**src/ssp_pkg.sv**
```systemverilog
// shared constants, bus carriers and state type of the soft switch panel
package ssp_pkg;

   // ----------------------------------------------------------------
   // clock and timing
   // ----------------------------------------------------------------
   localparam longint CLK_HZ          = 100_000_000;
   localparam longint TIMEOUT_S       = 25;             // display timeout, seconds
   localparam logic [31:0] TIMEOUT_CYC = 32'(TIMEOUT_S * CLK_HZ);
   localparam longint BAUD_BPS        = 9600;           // fixed clocking rate
   localparam logic [15:0] BAUD_CYC   = 16'(CLK_HZ / BAUD_BPS);
   localparam longint PANEL_RST_US    = 10;             // panel reset hold, microseconds
   localparam logic [15:0] PANEL_RST_CYC = 16'((PANEL_RST_US * CLK_HZ) / 1_000_000);

   // ----------------------------------------------------------------
   // register map and bus answers
   // ----------------------------------------------------------------
   localparam logic [3:0] REG_SETTINGS = 4'h0;
   localparam logic [3:0] REG_STATUS   = 4'h4;
   localparam logic [3:0] REG_CIRCUIT  = 4'h8;
   localparam logic [1:0] RESP_OKAY    = 2'h0;
   localparam logic [1:0] RESP_DECERR  = 2'h3;
   localparam int STAT_EDIT  = 0;
   localparam int STAT_GRP   = 1;     // two bits
   localparam int STAT_PRST  = 3;
   localparam int STAT_ERR   = 4;     // sticky, write one to clear

   // ----------------------------------------------------------------
   // switch groups, selection positions and factory values
   // ----------------------------------------------------------------
   localparam int GRP_ONE    = 0;
   localparam int GRP_TWO    = 1;
   localparam int GRP_THREE  = 2;
   localparam int SEL_COLD   = 3;     // group one selection 4
   localparam int SEL_PKT    = 4;     // group one selection 5
   localparam int SEL_FRM    = 6;     // group one selection 7
   localparam int SEL_DCE    = 7;     // group one selection 8
   localparam int SEL_BIAS_A = 5;     // group three selections 6..8
   localparam int SEL_BIAS_B = 6;
   localparam int SEL_BIAS_C = 7;
   localparam int BANK_A_END = 3;     // channels 1..4
   localparam int BANK_B_END = 9;     // channels 5..10
   localparam logic [7:0] FACT_GRP1 = 8'h00;
   localparam logic [7:0] FACT_GRP2 = 8'h00;
   localparam logic [7:0] FACT_GRP3 = 8'h00;
   localparam logic [7:0] IND_ALL_ON = 8'hFF;

   // ----------------------------------------------------------------
   // carriers
   // ----------------------------------------------------------------
   typedef struct packed {
      logic        awvalid;
      logic [3:0]  awaddr;
      logic        wvalid;
      logic [31:0] wdata;
      logic [3:0]  wstrb;
      logic        bready;
      logic        arvalid;
      logic [3:0]  araddr;
      logic        rready;
   } ssp_axi_req_t;

   typedef struct packed {
      logic        awready;
      logic        wready;
      logic        bvalid;
      logic [1:0]  bresp;
      logic        arready;
      logic        rvalid;
      logic [31:0] rdata;
      logic [1:0]  rresp;
   } ssp_axi_rsp_t;

   typedef struct packed {
      logic        pkt_mod128;
      logic        frm_mod128;
      logic        dce_role;
      logic        cold_start;
      logic [3:0]  lgn;
      logic [4:0]  lcn_first;
      logic [4:0]  lcn_last;
      logic [15:0] bias_en;
   } ssp_cfg_t;

   typedef enum logic [1:0] {ST_LOAD, ST_STATUS, ST_EDIT, ST_PANEL_RST} ssp_mode_t;

   typedef struct packed {
      ssp_mode_t      mode;
      logic [2:0][7:0] grp;
      logic [1:0]     sel;
      logic [31:0]    timer;
      logic [15:0]    rcnt;
      logic [15:0]    bcnt;
      logic [3:0]     lgn;
      logic [2:0]     gkey_q;
      logic [7:0]     nkey_q;
      logic           rkey_q;
      logic           fault_q;
      logic           err_flag;
      logic           aw_got;
      logic [3:0]     aw_addr;
      logic           w_got;
      logic [31:0]    w_data;
      logic [3:0]     w_strb;
      ssp_axi_rsp_t   rsp;
      logic [7:0]     ind;
      logic [15:0]    ctl;
      logic           store_req;
      logic           con_msg;
      logic           baud_tick;
      ssp_cfg_t       cfg;
   } ssp_state_t;

endpackage

```
**src/ssp_panel.sv**
```systemverilog
// soft switch panel: keys, indicators, timeout, storage commit and bus access
// How it works
// - group key shows that group on indicators
// - group key starts 25 second timeout
// - any further group or numeric key reloads full timeout
// - expiry returns indicators to status display
// - expiry commits settings to nonvolatile storage
// - numeric key k toggles selection k
// - selection k always on indicator k
// - both reset keys reset and commit settings
// - all indicators lit during panel reset
// - storage fault raises console message request
// - cold start bit restores factory settings
// - group one selection 5 picks packet modulus
// - group one selection 7 picks frame modulus
// - group one selection 8 picks DCE role
// - default group zero, channels 1..n+2
// - group two 1..4 of the stored image give group number, on cold start load only
// - nonzero group uses channels 0..n+1
// - bias selections default off
// - clocking rate fixed at 9600 bps
// - undriven input reads bias, driven reads level
// - bias applies per channel bank
`timescale 1ns/1ps
`default_nettype none

module ssp_panel #(
   parameter logic [31:0] TIMEOUT_CYCLES = ssp_pkg::TIMEOUT_CYC,
   parameter logic [15:0] BAUD_CYCLES    = ssp_pkg::BAUD_CYC
) (
   input  wire logic                  CORE_CLK,
   input  wire logic                  SYS_RST,
   input  wire ssp_pkg::ssp_axi_req_t AXI_REQ,
   output var  ssp_pkg::ssp_axi_rsp_t AXI_RSP,
   input  wire logic [2:0]            GROUP_KEY,
   input  wire logic [7:0]            NUM_KEY,
   input  wire logic                  RESET_KEY_A,
   input  wire logic                  RESET_KEY_B,
   input  wire logic [7:0]            STATUS_IND,
   output logic      [7:0]            INDICATOR,
   input  wire logic [23:0]           NV_IMAGE,
   output logic                       STORE_REQ,
   output logic      [23:0]           STORE_DATA,
   input  wire logic                  STORE_ERR,
   input  wire logic                  BATT_LOW,
   output logic                       CONSOLE_MSG,
   output logic                       PANEL_RESET,
   input  wire logic [4:0]            CHAN_COUNT,
   input  wire logic [15:0]           CTL_DRIVEN,
   input  wire logic [15:0]           CTL_LEVEL,
   output logic      [15:0]           CTL_STATE,
   output logic                       BAUD_TICK,
   output var  ssp_pkg::ssp_cfg_t     CFG
);

   // ----------------------------------------------------------------
   // helpers
   // ----------------------------------------------------------------
   // lowest pressed group key wins
   function automatic logic [1:0] first_key(input logic [2:0] k);
      logic [1:0] r;
      r = 2'h0;
      if (k[1] && !k[0])
         r = 2'h1;
      if (k[2] && !k[1] && !k[0])
         r = 2'h2;
      return r;
   endfunction

   // expand three bank enables to sixteen channels
   function automatic logic [15:0] bias_map(input logic [7:0] g3);
      logic [15:0] b;
      b = 16'h0000;
      for (int i = 0; i < 16; i++) begin
         if (i <= ssp_pkg::BANK_A_END)
            b[i] = g3[ssp_pkg::SEL_BIAS_A];
         else if (i <= ssp_pkg::BANK_B_END)
            b[i] = g3[ssp_pkg::SEL_BIAS_B];
         else
            b[i] = g3[ssp_pkg::SEL_BIAS_C];
      end
      return b;
   endfunction

   // register read mux, shared by nothing else but kept apart for clarity
   function automatic logic [31:0] read_word(input ssp_pkg::ssp_state_t s,
                                             input logic [3:0] a);
      logic [31:0] d;
      d = 32'h0000_0000;
      unique case (a)
         ssp_pkg::REG_SETTINGS: d[23:0] = s.grp;
         ssp_pkg::REG_STATUS: begin
            d[ssp_pkg::STAT_EDIT]           = (s.mode == ssp_pkg::ST_EDIT);
            d[ssp_pkg::STAT_GRP +: 2]       = s.sel;
            d[ssp_pkg::STAT_PRST]           = (s.mode == ssp_pkg::ST_PANEL_RST);
            d[ssp_pkg::STAT_ERR]            = s.err_flag;
         end
         ssp_pkg::REG_CIRCUIT: d[13:0] = {s.cfg.lcn_last, s.cfg.lcn_first, s.cfg.lgn};
         default: d = 32'h0000_0000;
      endcase
      return d;
   endfunction

   function automatic logic mapped(input logic [3:0] a);
      return (a == ssp_pkg::REG_SETTINGS) || (a == ssp_pkg::REG_STATUS) ||
             (a == ssp_pkg::REG_CIRCUIT);
   endfunction

   ssp_pkg::ssp_state_t st;
   ssp_pkg::ssp_state_t next_st;

   // ----------------------------------------------------------------
   // next state
   // ----------------------------------------------------------------
   always_comb begin
      logic [2:0] g_press;
      logic [7:0] k_press;
      logic       r_both;
      logic       fault;
      g_press = 3'h0;
      k_press = 8'h00;
      r_both  = 1'b0;
      fault   = 1'b0;
      next_st = st;
      next_st.store_req = 1'b0;
      next_st.con_msg   = 1'b0;
      next_st.baud_tick = 1'b0;

      // key edges, inputs are synchronous
      g_press = GROUP_KEY & ~st.gkey_q;
      k_press = NUM_KEY & ~st.nkey_q;
      r_both  = RESET_KEY_A & RESET_KEY_B;
      fault   = STORE_ERR | BATT_LOW;
      next_st.gkey_q  = GROUP_KEY;
      next_st.nkey_q  = NUM_KEY;
      next_st.rkey_q  = r_both;
      next_st.fault_q = fault;

      // fixed rate clocking enable
      if (st.bcnt >= BAUD_CYCLES - 16'h0001) begin
         next_st.bcnt      = 16'h0000;
         next_st.baud_tick = 1'b1;
      end else begin
         next_st.bcnt = st.bcnt + 16'h0001;
      end

      // bus write: address and data taken in either order
      if (st.rsp.bvalid && AXI_REQ.bready)
         next_st.rsp.bvalid = 1'b0;
      if (st.rsp.awready && AXI_REQ.awvalid) begin
         next_st.aw_got  = 1'b1;
         next_st.aw_addr = AXI_REQ.awaddr;
      end
      if (st.rsp.wready && AXI_REQ.wvalid) begin
         next_st.w_got  = 1'b1;
         next_st.w_data = AXI_REQ.wdata;
         next_st.w_strb = AXI_REQ.wstrb;
      end
      if (next_st.aw_got && next_st.w_got && !st.rsp.bvalid) begin
         next_st.aw_got     = 1'b0;
         next_st.w_got      = 1'b0;
         next_st.rsp.bvalid = 1'b1;
         next_st.rsp.bresp  = mapped(next_st.aw_addr) ? ssp_pkg::RESP_OKAY
                                                       : ssp_pkg::RESP_DECERR;
         if (next_st.aw_addr == ssp_pkg::REG_SETTINGS) begin
            for (int i = 0; i < 3; i++) begin
               if (next_st.w_strb[i])
                  next_st.grp[i] = next_st.w_data[8*i +: 8];
            end
         end
         if (next_st.aw_addr == ssp_pkg::REG_STATUS && next_st.w_strb[0] &&
             next_st.w_data[ssp_pkg::STAT_ERR])
            next_st.err_flag = 1'b0;
      end
      next_st.rsp.awready = !next_st.aw_got && !next_st.rsp.bvalid;
      next_st.rsp.wready  = !next_st.w_got && !next_st.rsp.bvalid;

      // bus read: one cycle after the address is taken
      if (st.rsp.rvalid && AXI_REQ.rready)
         next_st.rsp.rvalid = 1'b0;
      if (st.rsp.arready && AXI_REQ.arvalid) begin
         next_st.rsp.rvalid = 1'b1;
         next_st.rsp.rdata  = read_word(st, AXI_REQ.araddr);
         next_st.rsp.rresp  = mapped(AXI_REQ.araddr) ? ssp_pkg::RESP_OKAY
                                                      : ssp_pkg::RESP_DECERR;
      end
      next_st.rsp.arready = !next_st.rsp.rvalid;

      // storage fault edge: message request, sticky flag beats a clear
      if (fault && !st.fault_q) begin
         next_st.con_msg  = 1'b1;
         next_st.err_flag = 1'b1;
      end

      // panel sequencing
      unique case (st.mode)
         ssp_pkg::ST_LOAD: begin
            next_st.grp = NV_IMAGE;
            if (NV_IMAGE[ssp_pkg::SEL_COLD]) begin
               next_st.grp[ssp_pkg::GRP_ONE]   = ssp_pkg::FACT_GRP1;
               next_st.grp[ssp_pkg::GRP_TWO]   = ssp_pkg::FACT_GRP2;
               next_st.grp[ssp_pkg::GRP_THREE] = ssp_pkg::FACT_GRP3;
               next_st.lgn = NV_IMAGE[11:8];
            end
            next_st.mode = ssp_pkg::ST_STATUS;
         end
         ssp_pkg::ST_PANEL_RST: begin
            if (st.rcnt <= 16'h0001)
               next_st.mode = ssp_pkg::ST_LOAD;
            else
               next_st.rcnt = st.rcnt - 16'h0001;
         end
         ssp_pkg::ST_STATUS,
         ssp_pkg::ST_EDIT: begin
            if (r_both && !st.rkey_q) begin
               next_st.store_req = 1'b1;
               next_st.mode      = ssp_pkg::ST_PANEL_RST;
               next_st.rcnt      = ssp_pkg::PANEL_RST_CYC;
            end else if (g_press != 3'h0) begin
               next_st.sel   = first_key(g_press);
               next_st.mode  = ssp_pkg::ST_EDIT;
               next_st.timer = TIMEOUT_CYCLES;
            end else if (st.mode == ssp_pkg::ST_EDIT) begin
               if (k_press != 8'h00) begin
                  next_st.grp[st.sel] = next_st.grp[st.sel] ^ k_press;
                  next_st.timer       = TIMEOUT_CYCLES;
               end else if (st.timer <= 32'h0000_0001) begin
                  next_st.mode      = ssp_pkg::ST_STATUS;
                  next_st.store_req = 1'b1;
               end else begin
                  next_st.timer = st.timer - 32'h0000_0001;
               end
            end
         end
      endcase

      // indicators, one selection per indicator in fixed order
      unique case (next_st.mode)
         ssp_pkg::ST_EDIT:      next_st.ind = next_st.grp[next_st.sel];
         ssp_pkg::ST_PANEL_RST: next_st.ind = ssp_pkg::IND_ALL_ON;
         ssp_pkg::ST_LOAD:      next_st.ind = ssp_pkg::IND_ALL_ON;
         ssp_pkg::ST_STATUS:    next_st.ind = STATUS_IND;
      endcase

      // configuration decoded from the switch groups
      next_st.cfg.pkt_mod128 = next_st.grp[ssp_pkg::GRP_ONE][ssp_pkg::SEL_PKT];
      next_st.cfg.frm_mod128 = next_st.grp[ssp_pkg::GRP_ONE][ssp_pkg::SEL_FRM];
      next_st.cfg.dce_role   = next_st.grp[ssp_pkg::GRP_ONE][ssp_pkg::SEL_DCE];
      next_st.cfg.cold_start = next_st.grp[ssp_pkg::GRP_ONE][ssp_pkg::SEL_COLD];
      next_st.cfg.lgn        = next_st.lgn;
      if (next_st.lgn == 4'h0) begin
         next_st.cfg.lcn_first = 5'h01;
         next_st.cfg.lcn_last  = CHAN_COUNT + 5'h02;
      end else begin
         next_st.cfg.lcn_first = 5'h00;
         next_st.cfg.lcn_last  = CHAN_COUNT + 5'h01;
      end
      next_st.cfg.bias_en = bias_map(next_st.grp[ssp_pkg::GRP_THREE]);

      // channel control inputs: driven level, else the bank bias
      next_st.ctl = (CTL_DRIVEN & CTL_LEVEL) | (~CTL_DRIVEN & next_st.cfg.bias_en);
   end

   // ----------------------------------------------------------------
   // state register
   // ----------------------------------------------------------------
   always_ff @(posedge CORE_CLK) begin
      if (SYS_RST)
         st <= '0;
      else
         st <= next_st;
   end

   // outputs straight from the state register
   assign AXI_RSP     = st.rsp;
   assign INDICATOR   = st.ind;
   assign STORE_REQ   = st.store_req;
   assign STORE_DATA  = st.grp;
   assign CONSOLE_MSG = st.con_msg;
   assign PANEL_RESET = (st.mode == ssp_pkg::ST_PANEL_RST);
   assign CTL_STATE   = st.ctl;
   assign BAUD_TICK   = st.baud_tick;
   assign CFG         = st.cfg;

endmodule // ssp_panel

`default_nettype wire

```
**config.mk**
```make
export PLATFORM = sky130hd
export DESIGN_NAME = ssp_panel
export DESIGN_NICKNAME = d
export VERILOG_FILES = /design/src/ssp_pkg.sv /design/src/ssp_panel.sv
export SDC_FILE = /design/constraint.sdc
export NUM_CORES = 1
export LEC_CHECK = 0
export BUFFER_PORTS_ARGS = -buffer_cell sky130_fd_sc_hd__buf_4
export CAP_MARGIN = 25
export CORE_MARGIN = 2
export CORE_UTILIZATION = 54
export DETAILED_ROUTE_END_ITERATION = 8
export PLACE_DENSITY = 0.82
export REMOVE_ABC_BUFFERS = 1
export SLEW_MARGIN = 15
export SYNTH_ARGS = -nofsm -noshare
export SYNTH_HDL_FRONTEND = slang
export SYNTH_SLANG_ARGS = --single-unit
```
**constraint.sdc**
```tcl
create_clock -name CORE_CLK -period 3.9 [get_ports CORE_CLK]
set_input_delay 0.195 -clock CORE_CLK [delete_from_list [all_inputs] [get_ports CORE_CLK]]
set_output_delay 0.195 -clock CORE_CLK [all_outputs]
set_load 0.1 [all_outputs]
```
=== Word-level counts from Yosys, hierarchy flattened ===
Cells that the tools add are included.

* Bits in registers: 237

* Order comparisons: 6
* $add $sub $neg: 5
* Reductions and logical operators: 48
* Equality and inequality tests: 13
* Multiplexer cells: 61
* Bitwise logic cells: 13

{| class="wikitable"
|+ Operator list
! kind !! number
|-
| $mux W32 || 4
|-
| $mux W24 || 5
|-
| $mux W58 || 1
|-
| $mux W8 || 6
|-
| $pmux W24 S2 || 1
|-
| $mux W37 || 1
|-
| $mux W35 || 1
|-
| $mux W34 || 1
|-
| $and A16 B16 Y16 || 2
|-
| $bmux W8 S2 || 2
|-
| $le A32 B1 Y1 const B || 1
|-
| $mux W16 || 2
|-
| $pmux W16 S2 || 1
|-
| $sub A32 B1 Y32 const B || 1
|-
| $mux W26 || 1
|-
| $bwmux W24 || 1
|-
| $pmux W8 S3 || 1
|-
| $mux W2 || 10
|-
| $pmux W9 S2 || 1
|-
| $logic_and A1 B1 Y1 || 17
|-
| $add A16 B1 Y16 const B || 1
|-
| $demux W8 S2 || 1
|-
| $ge A16 B14 Y1 const B || 1
|-
| $le A16 B1 Y1 const B || 1
|-
| 40 further kinds || 82
|}

=== Depth between registers and ports, before layout ===
* Depth after elaboration: 17
* Depth in mapped cells: 17

=== Least setup slack after synthesis ===
OpenSTA, ideal clock, no wires.

* Path type: flip-flop to flip-flop
* Start point: register st[253] (netlist name)
* End point: register st (netlist bit INDICATOR[1])
* Path buffers: 3
* Slack: 0.187 ns
* Required time: 3.779 ns
* Setup time: 0.121 ns
* Arrival time: 3.592 ns
* Cell stages (with the launch flop): 13
* Period minus slack after synthesis: 3.713 ns
* Cell sequence: dfxtp_1 ha_1 clkbuf_1 clkbuf_1 buf_1 a32oi_1 or2_2 ha_1 nor2_1 a21oi_1 nor2b_1 a31oi_1 o21ai_1

{| class="wikitable"
|+ RTL lines
! item !! RTL line !! RTL
|-
| start, declared || ssp_panel.sv:109 || <nowiki>ssp_pkg::ssp_state_t st;</nowiki>
|-
| start signal, assigned || ssp_panel.sv:271 || <nowiki>st <= next_st;</nowiki>
|-
| $eq A2 B2 Y1 (*) || n/a ||
|-
| named net PANEL_RESET || ssp_panel.sv:47 || <nowiki>output logic PANEL_RESET,</nowiki>
|-
| $pmux W2 S3 (*) || ssp_panel.sv:196 || <nowiki>unique case (st.mode)</nowiki>
|-
| $eq A2 B2 Y1 / $logic_not A2 Y1 (equally long branches) || ssp_panel.sv:238 || <nowiki>unique case (next_st.mode)</nowiki>
|-
| $reduce_or A2 Y1 (no source line) || n/a ||
|-
| $pmux W8 S3 (*) || ssp_panel.sv:238 ||
|}

Mark *: on every way through the listed nets, which the timed path passes. The rest lies on a longest branch. The select of a mux whose other input is x is not followed.
A chain may end at the register's enable or synchronous reset.

=== Worst setup path in the final report ===
* Start point: register st[199] (netlist name)
* End point: register st (netlist bit INDICATOR[1])

* Longest elaborated chain between the ends: 10

{| class="wikitable"
|+ Ends and longest elaborated chain
! item !! RTL line !! RTL
|-
| $le A32 B1 Y1 (*) || ssp_panel.sv:227 || <nowiki>end else if (st.timer <= 32'h0000_0001) begin</nowiki>
|-
| $mux W2 (*) || ssp_panel.sv:227 ||
|-
| $mux W2 (*) || ssp_panel.sv:224 || <nowiki>if (k_press != 8'h00) begin</nowiki>
|-
| $mux W26 (*) || ssp_panel.sv:223 || <nowiki>end else if (st.mode == ssp_pkg::ST_EDIT) begin</nowiki>
|-
| $mux W2 (*) || ssp_panel.sv:219 || <nowiki>end else if (g_press != 3'h0) begin</nowiki>
|-
| $mux W2 (*) || ssp_panel.sv:215 || <nowiki>if (r_both && !st.rkey_q) begin</nowiki>
|-
| $pmux W2 S3 (*) || ssp_panel.sv:196 ||
|-
| $eq A2 B2 Y1 / $logic_not A2 Y1 (equally long branches) || ssp_panel.sv:238 ||
|-
| $reduce_or A2 Y1 (no source line) || n/a ||
|-
| $pmux W8 S3 (*) || ssp_panel.sv:238 ||
|}

Every way passes the cells marked *; elsewhere a longest branch is shown, timed or not.

==> metrics.md <==
| Metric | Value |
|---|---|
| Seq pwr share | `36.1%` |
| CP peak stage delay | `510 ps` |
| IO Count | `262` |
| Post-Syn Area | `0.0107 mm^2` |
| Async S/R FF share, synth | `0%` |
| Clk buf depth | `3` |
| Synthesized instance count | `1258` |
| Tcrit/Tclk final | `93.8%` |
| Ant diodes | `0` |
| WP depth | `14` |
| WL/cell | `18.4 um` |
| Yosys cell types | `84` |
| DR vias | `9945` |
| Initial Util | `55.1%` |
| Buf+Inv Stages, Crit Path | `0` |
| ANT nets after route | `0` |
| Most common cell after layout, fill and taps aside | `buf_4` |
| Period minus WS final | `3660 ps` |
| Sequential cell area fraction in the yosys report | `38.7%` |
| CP Max Fanout | `6` |
| Crit Path Category | `flop to flop` |
| Cells along the critical path | `or3_4, or4_4, or3_1, nor4_4, nand2_1, a21o_1, a32oi_1, or2_2, ha_1, nor2_2, a21oi_1, nor2b_1, a31oi_1, o21ai_1` |
| Clk_skew | `16.0 ps` |
| Final worst setup slack | `240 ps` |
| Total congestion overflow | `0` |
| Post-layout util | `69.2%` |
| TritonCTS clock tree | `built` |
| CTS H-tree depth | `1` |
| Post-DP Area | `0.0120 mm^2` |
| Pre-CTS WS | `225 ps` |
| Final #Nets | `1601` |
| Worst Hold Class | `input pin to flop` |
| Final setup TNS | `0 ps` |
| Die area | `0.0210 mm^2` |
| Clock-pin slew on the worst setup and hold paths | `60 ps` |
| Clock power frac | `33.4%` |
| All-Layer GR Usage | `28.7%` |
| Crit path to | `INDICATOR[1]` |
| Largest net degree at the start of global routing | `78` |
| Internal reg-to-reg setup slack | `240 ps` |
| Hpwl dp | `22400 um` |
| DRT iter0 DRCs | `977` |
| Layout cells sized above 1 | `24.1%` |
| Fin. Hold Viols | `0` |
| HP Start | `CTL_DRIVEN[12]` |
| Post-Route WL | `31800 um` |
| Worst-Margin Slew | `840 ps` |
| Horiz. Die Dim | `145 um` |
| Top cell type's share of synthesized area | `38.7%` |
| Maximum clock rate | `273 MHz` |
| Net switching power | `2.40 mW` |
| Clock latency on the worst-skew pair | `500 ps` |
| Worst R2R Start | `st[199]` |
| Clk root buf | `clkbuf_16` |
| Max Cap Violations | `0` |
| Status | `complete, no violations` |
| Max_slew headroom | `44.0%` |
| Number of flops mapped to enable cells by yosys | `0` |
| Power per cell area | `507 mW/mm^2` |
| Startpoint types | `flop` |
| Design area | `0.0135 mm^2` |
| CP max-delay cell | `or4_4` |
| Routability cong. | `1.03` |
| Global-route wire length before repair | `49500 um` |
| Max-slew violations | `0` |
| Worst EP required | `4290 ps` |
| # setup viols final | `0` |
| Vias in the first global route | `9578` |
| Crit end category | `flop` |
| Predominant post-synthesis flop cell | `dfxtp_1` |
| Static Leak | `5.77 nW` |
| RSZ-0062 raised after global routing | `no` |
| Cell-internal power | `4.43 mW` |
| Family with the most delay on the worst path | `simple AND/OR/NAND/NOR gates` |
| Routed vias/inst | `5.74` |
| Core Area | `0.0195 mm^2` |
| Switch share | `35.1%` |
| IO Port Bufs | `240` |
| Total power | `6.83 mW` |
| Synth area leader | `dfxtp_1` |
| CTS sink cnt | `207` |
| Mapped Avg Cell Area | `8.52 um^2` |
| Flops & latches, synth | `207` |
| Remaining DRCs | `0` |
| Worst reg-to-reg path cell count | `14` |
| Top post-synthesis cells by area | `dfxtp_1, buf_4, nor2_1` |
| CTS buffer count | `22` |
| Arrival @ worst endpoint | `4050 ps` |
| Initial antenna violation count | `0` |
| Worst VDD drop | `0.000510 V` |
| Combinational Power Share | `30.5%` |
| Most frequent cells in the layout | `buf_4, dfxtp_1, nor2_1` |
| Synth Warn # | `0` |
| P&R area growth vs syn | `25.7%` |
| Drt first pass iters | `6` |
| Die H | `145 um` |
| Reg-to-Reg End | `INDICATOR[1]` |
| Crit path launch | `st[199]` |
| Row cnt | `51` |
through the flow:
step | std cells | hold slack (ps)
2_1_floorplan | 1091 | 264
3_3_place_gp | 1626 | 399
4_1_cts | 1731 | 1.65
3_5_place_dp | 1626 | 403
6_report | 1734 | 4.79
5_1_grt | 1734 | 2.39
power groups by stage:
stage	clock [mW]	combinational, mW	sequential, mW
final	2.28	2.09	2.46
after detailed placement	0	1.97	2.50
after CTS	2.30	2.04	2.46
after floorplan	0	0.877	3.02
after global routing	2.38	2.21	2.48
after global placement	0	1.93	2.49
synth_stat cells (9+ instances only):
cell      count
dfxtp_1     207
nor2_1      162
buf_4       126
nand2_1      82
a21oi_1      79
mux2i_1      41
clkbuf_1     38
nand3_1      34
nor3_1       31
xnor2_1      31
o21ai_0      30
nor2b_1      28
xor2_1       28
and2_1       26
inv_1        26
a22oi_1      24
a211oi_1     20
mux2_2       20
nand2b_1     18
nor4_1       15
ha_1         13
a21o_1       12
or3_1        12
and3_1       10
a221oi_1      9
or4_1         9
logic make-up (layout without fill, tap and decap cells):
family                     count (synthesis)  count (layout)  synth area share (%)
buffers and inverters                    206             404                  11.8
adders and majority gates                 13              13                  1.52
AOI/OAI and AO/OA                        256             256                  16.4
DFF                                      207             207                  38.7
and+or+nand+nor                          455             455                  20.8
muxes                                     61              61                  5.93
other                                      1              14                0.0350
xor gates and xnor gates                  59              59                  4.82
timing repair:
item / CTS / global route
endpoints found under the hold margin: 51 / 0
hold buffers: 65 / 0
endpoints found under the setup margin: 0 / 12
buffers inserted: 0 / 3
resized for setup: 0 / 7
layer usage:
metal	track usage (%)	part of all wire [%]
met1	36.3	39
met2	48.5	48
met3	5.79	9.7
met4	10.5	3.5
met5	0	0
worst min path at each step:
stage | endpoint | depth (start not counted)
after floorplan | AXI_RSP[34] | 1
after global placement | CONSOLE_MSG | 1
after detailed placement | CONSOLE_MSG | 1
after CTS | CTL_STATE[12] | 3
after global routing | st[139] | 3
final | CTL_STATE[12] | 3
state kept, by name, indices dropped and copies added (netlist names):
register and flops:
AXI_RSP 31, BAUD_TICK 1, CFG 10, CONSOLE_MSG 1
CTL_STATE 16, INDICATOR 8, STORE_DATA 24, STORE_REQ 1
st 115
area by class of cell:
cell class                 instances  area [um^2]
clock buffer                      33          663
multi-input combinational        858         5400
timing repair buffer             338         2700
sequential                       207         4150
fill                            1466         5990
tap                              265          332
clock inverter                     7          135
inverter                          26         97.6
worst register-to-register path, stage by stage, from the launching register on:
cell and delay [ps]:
dfxtp_1 340, or3_4 430, or4_4 520, or3_1 400, nor4_4 310, nand2_1 100, a21o_1 200, a32oi_1 160
or2_2 170, ha_1 250, nor2_2 190, a21oi_1 120, nor2b_1 180, a31oi_1 130, o21ai_1 70
(Power assumes the default switching activity.)
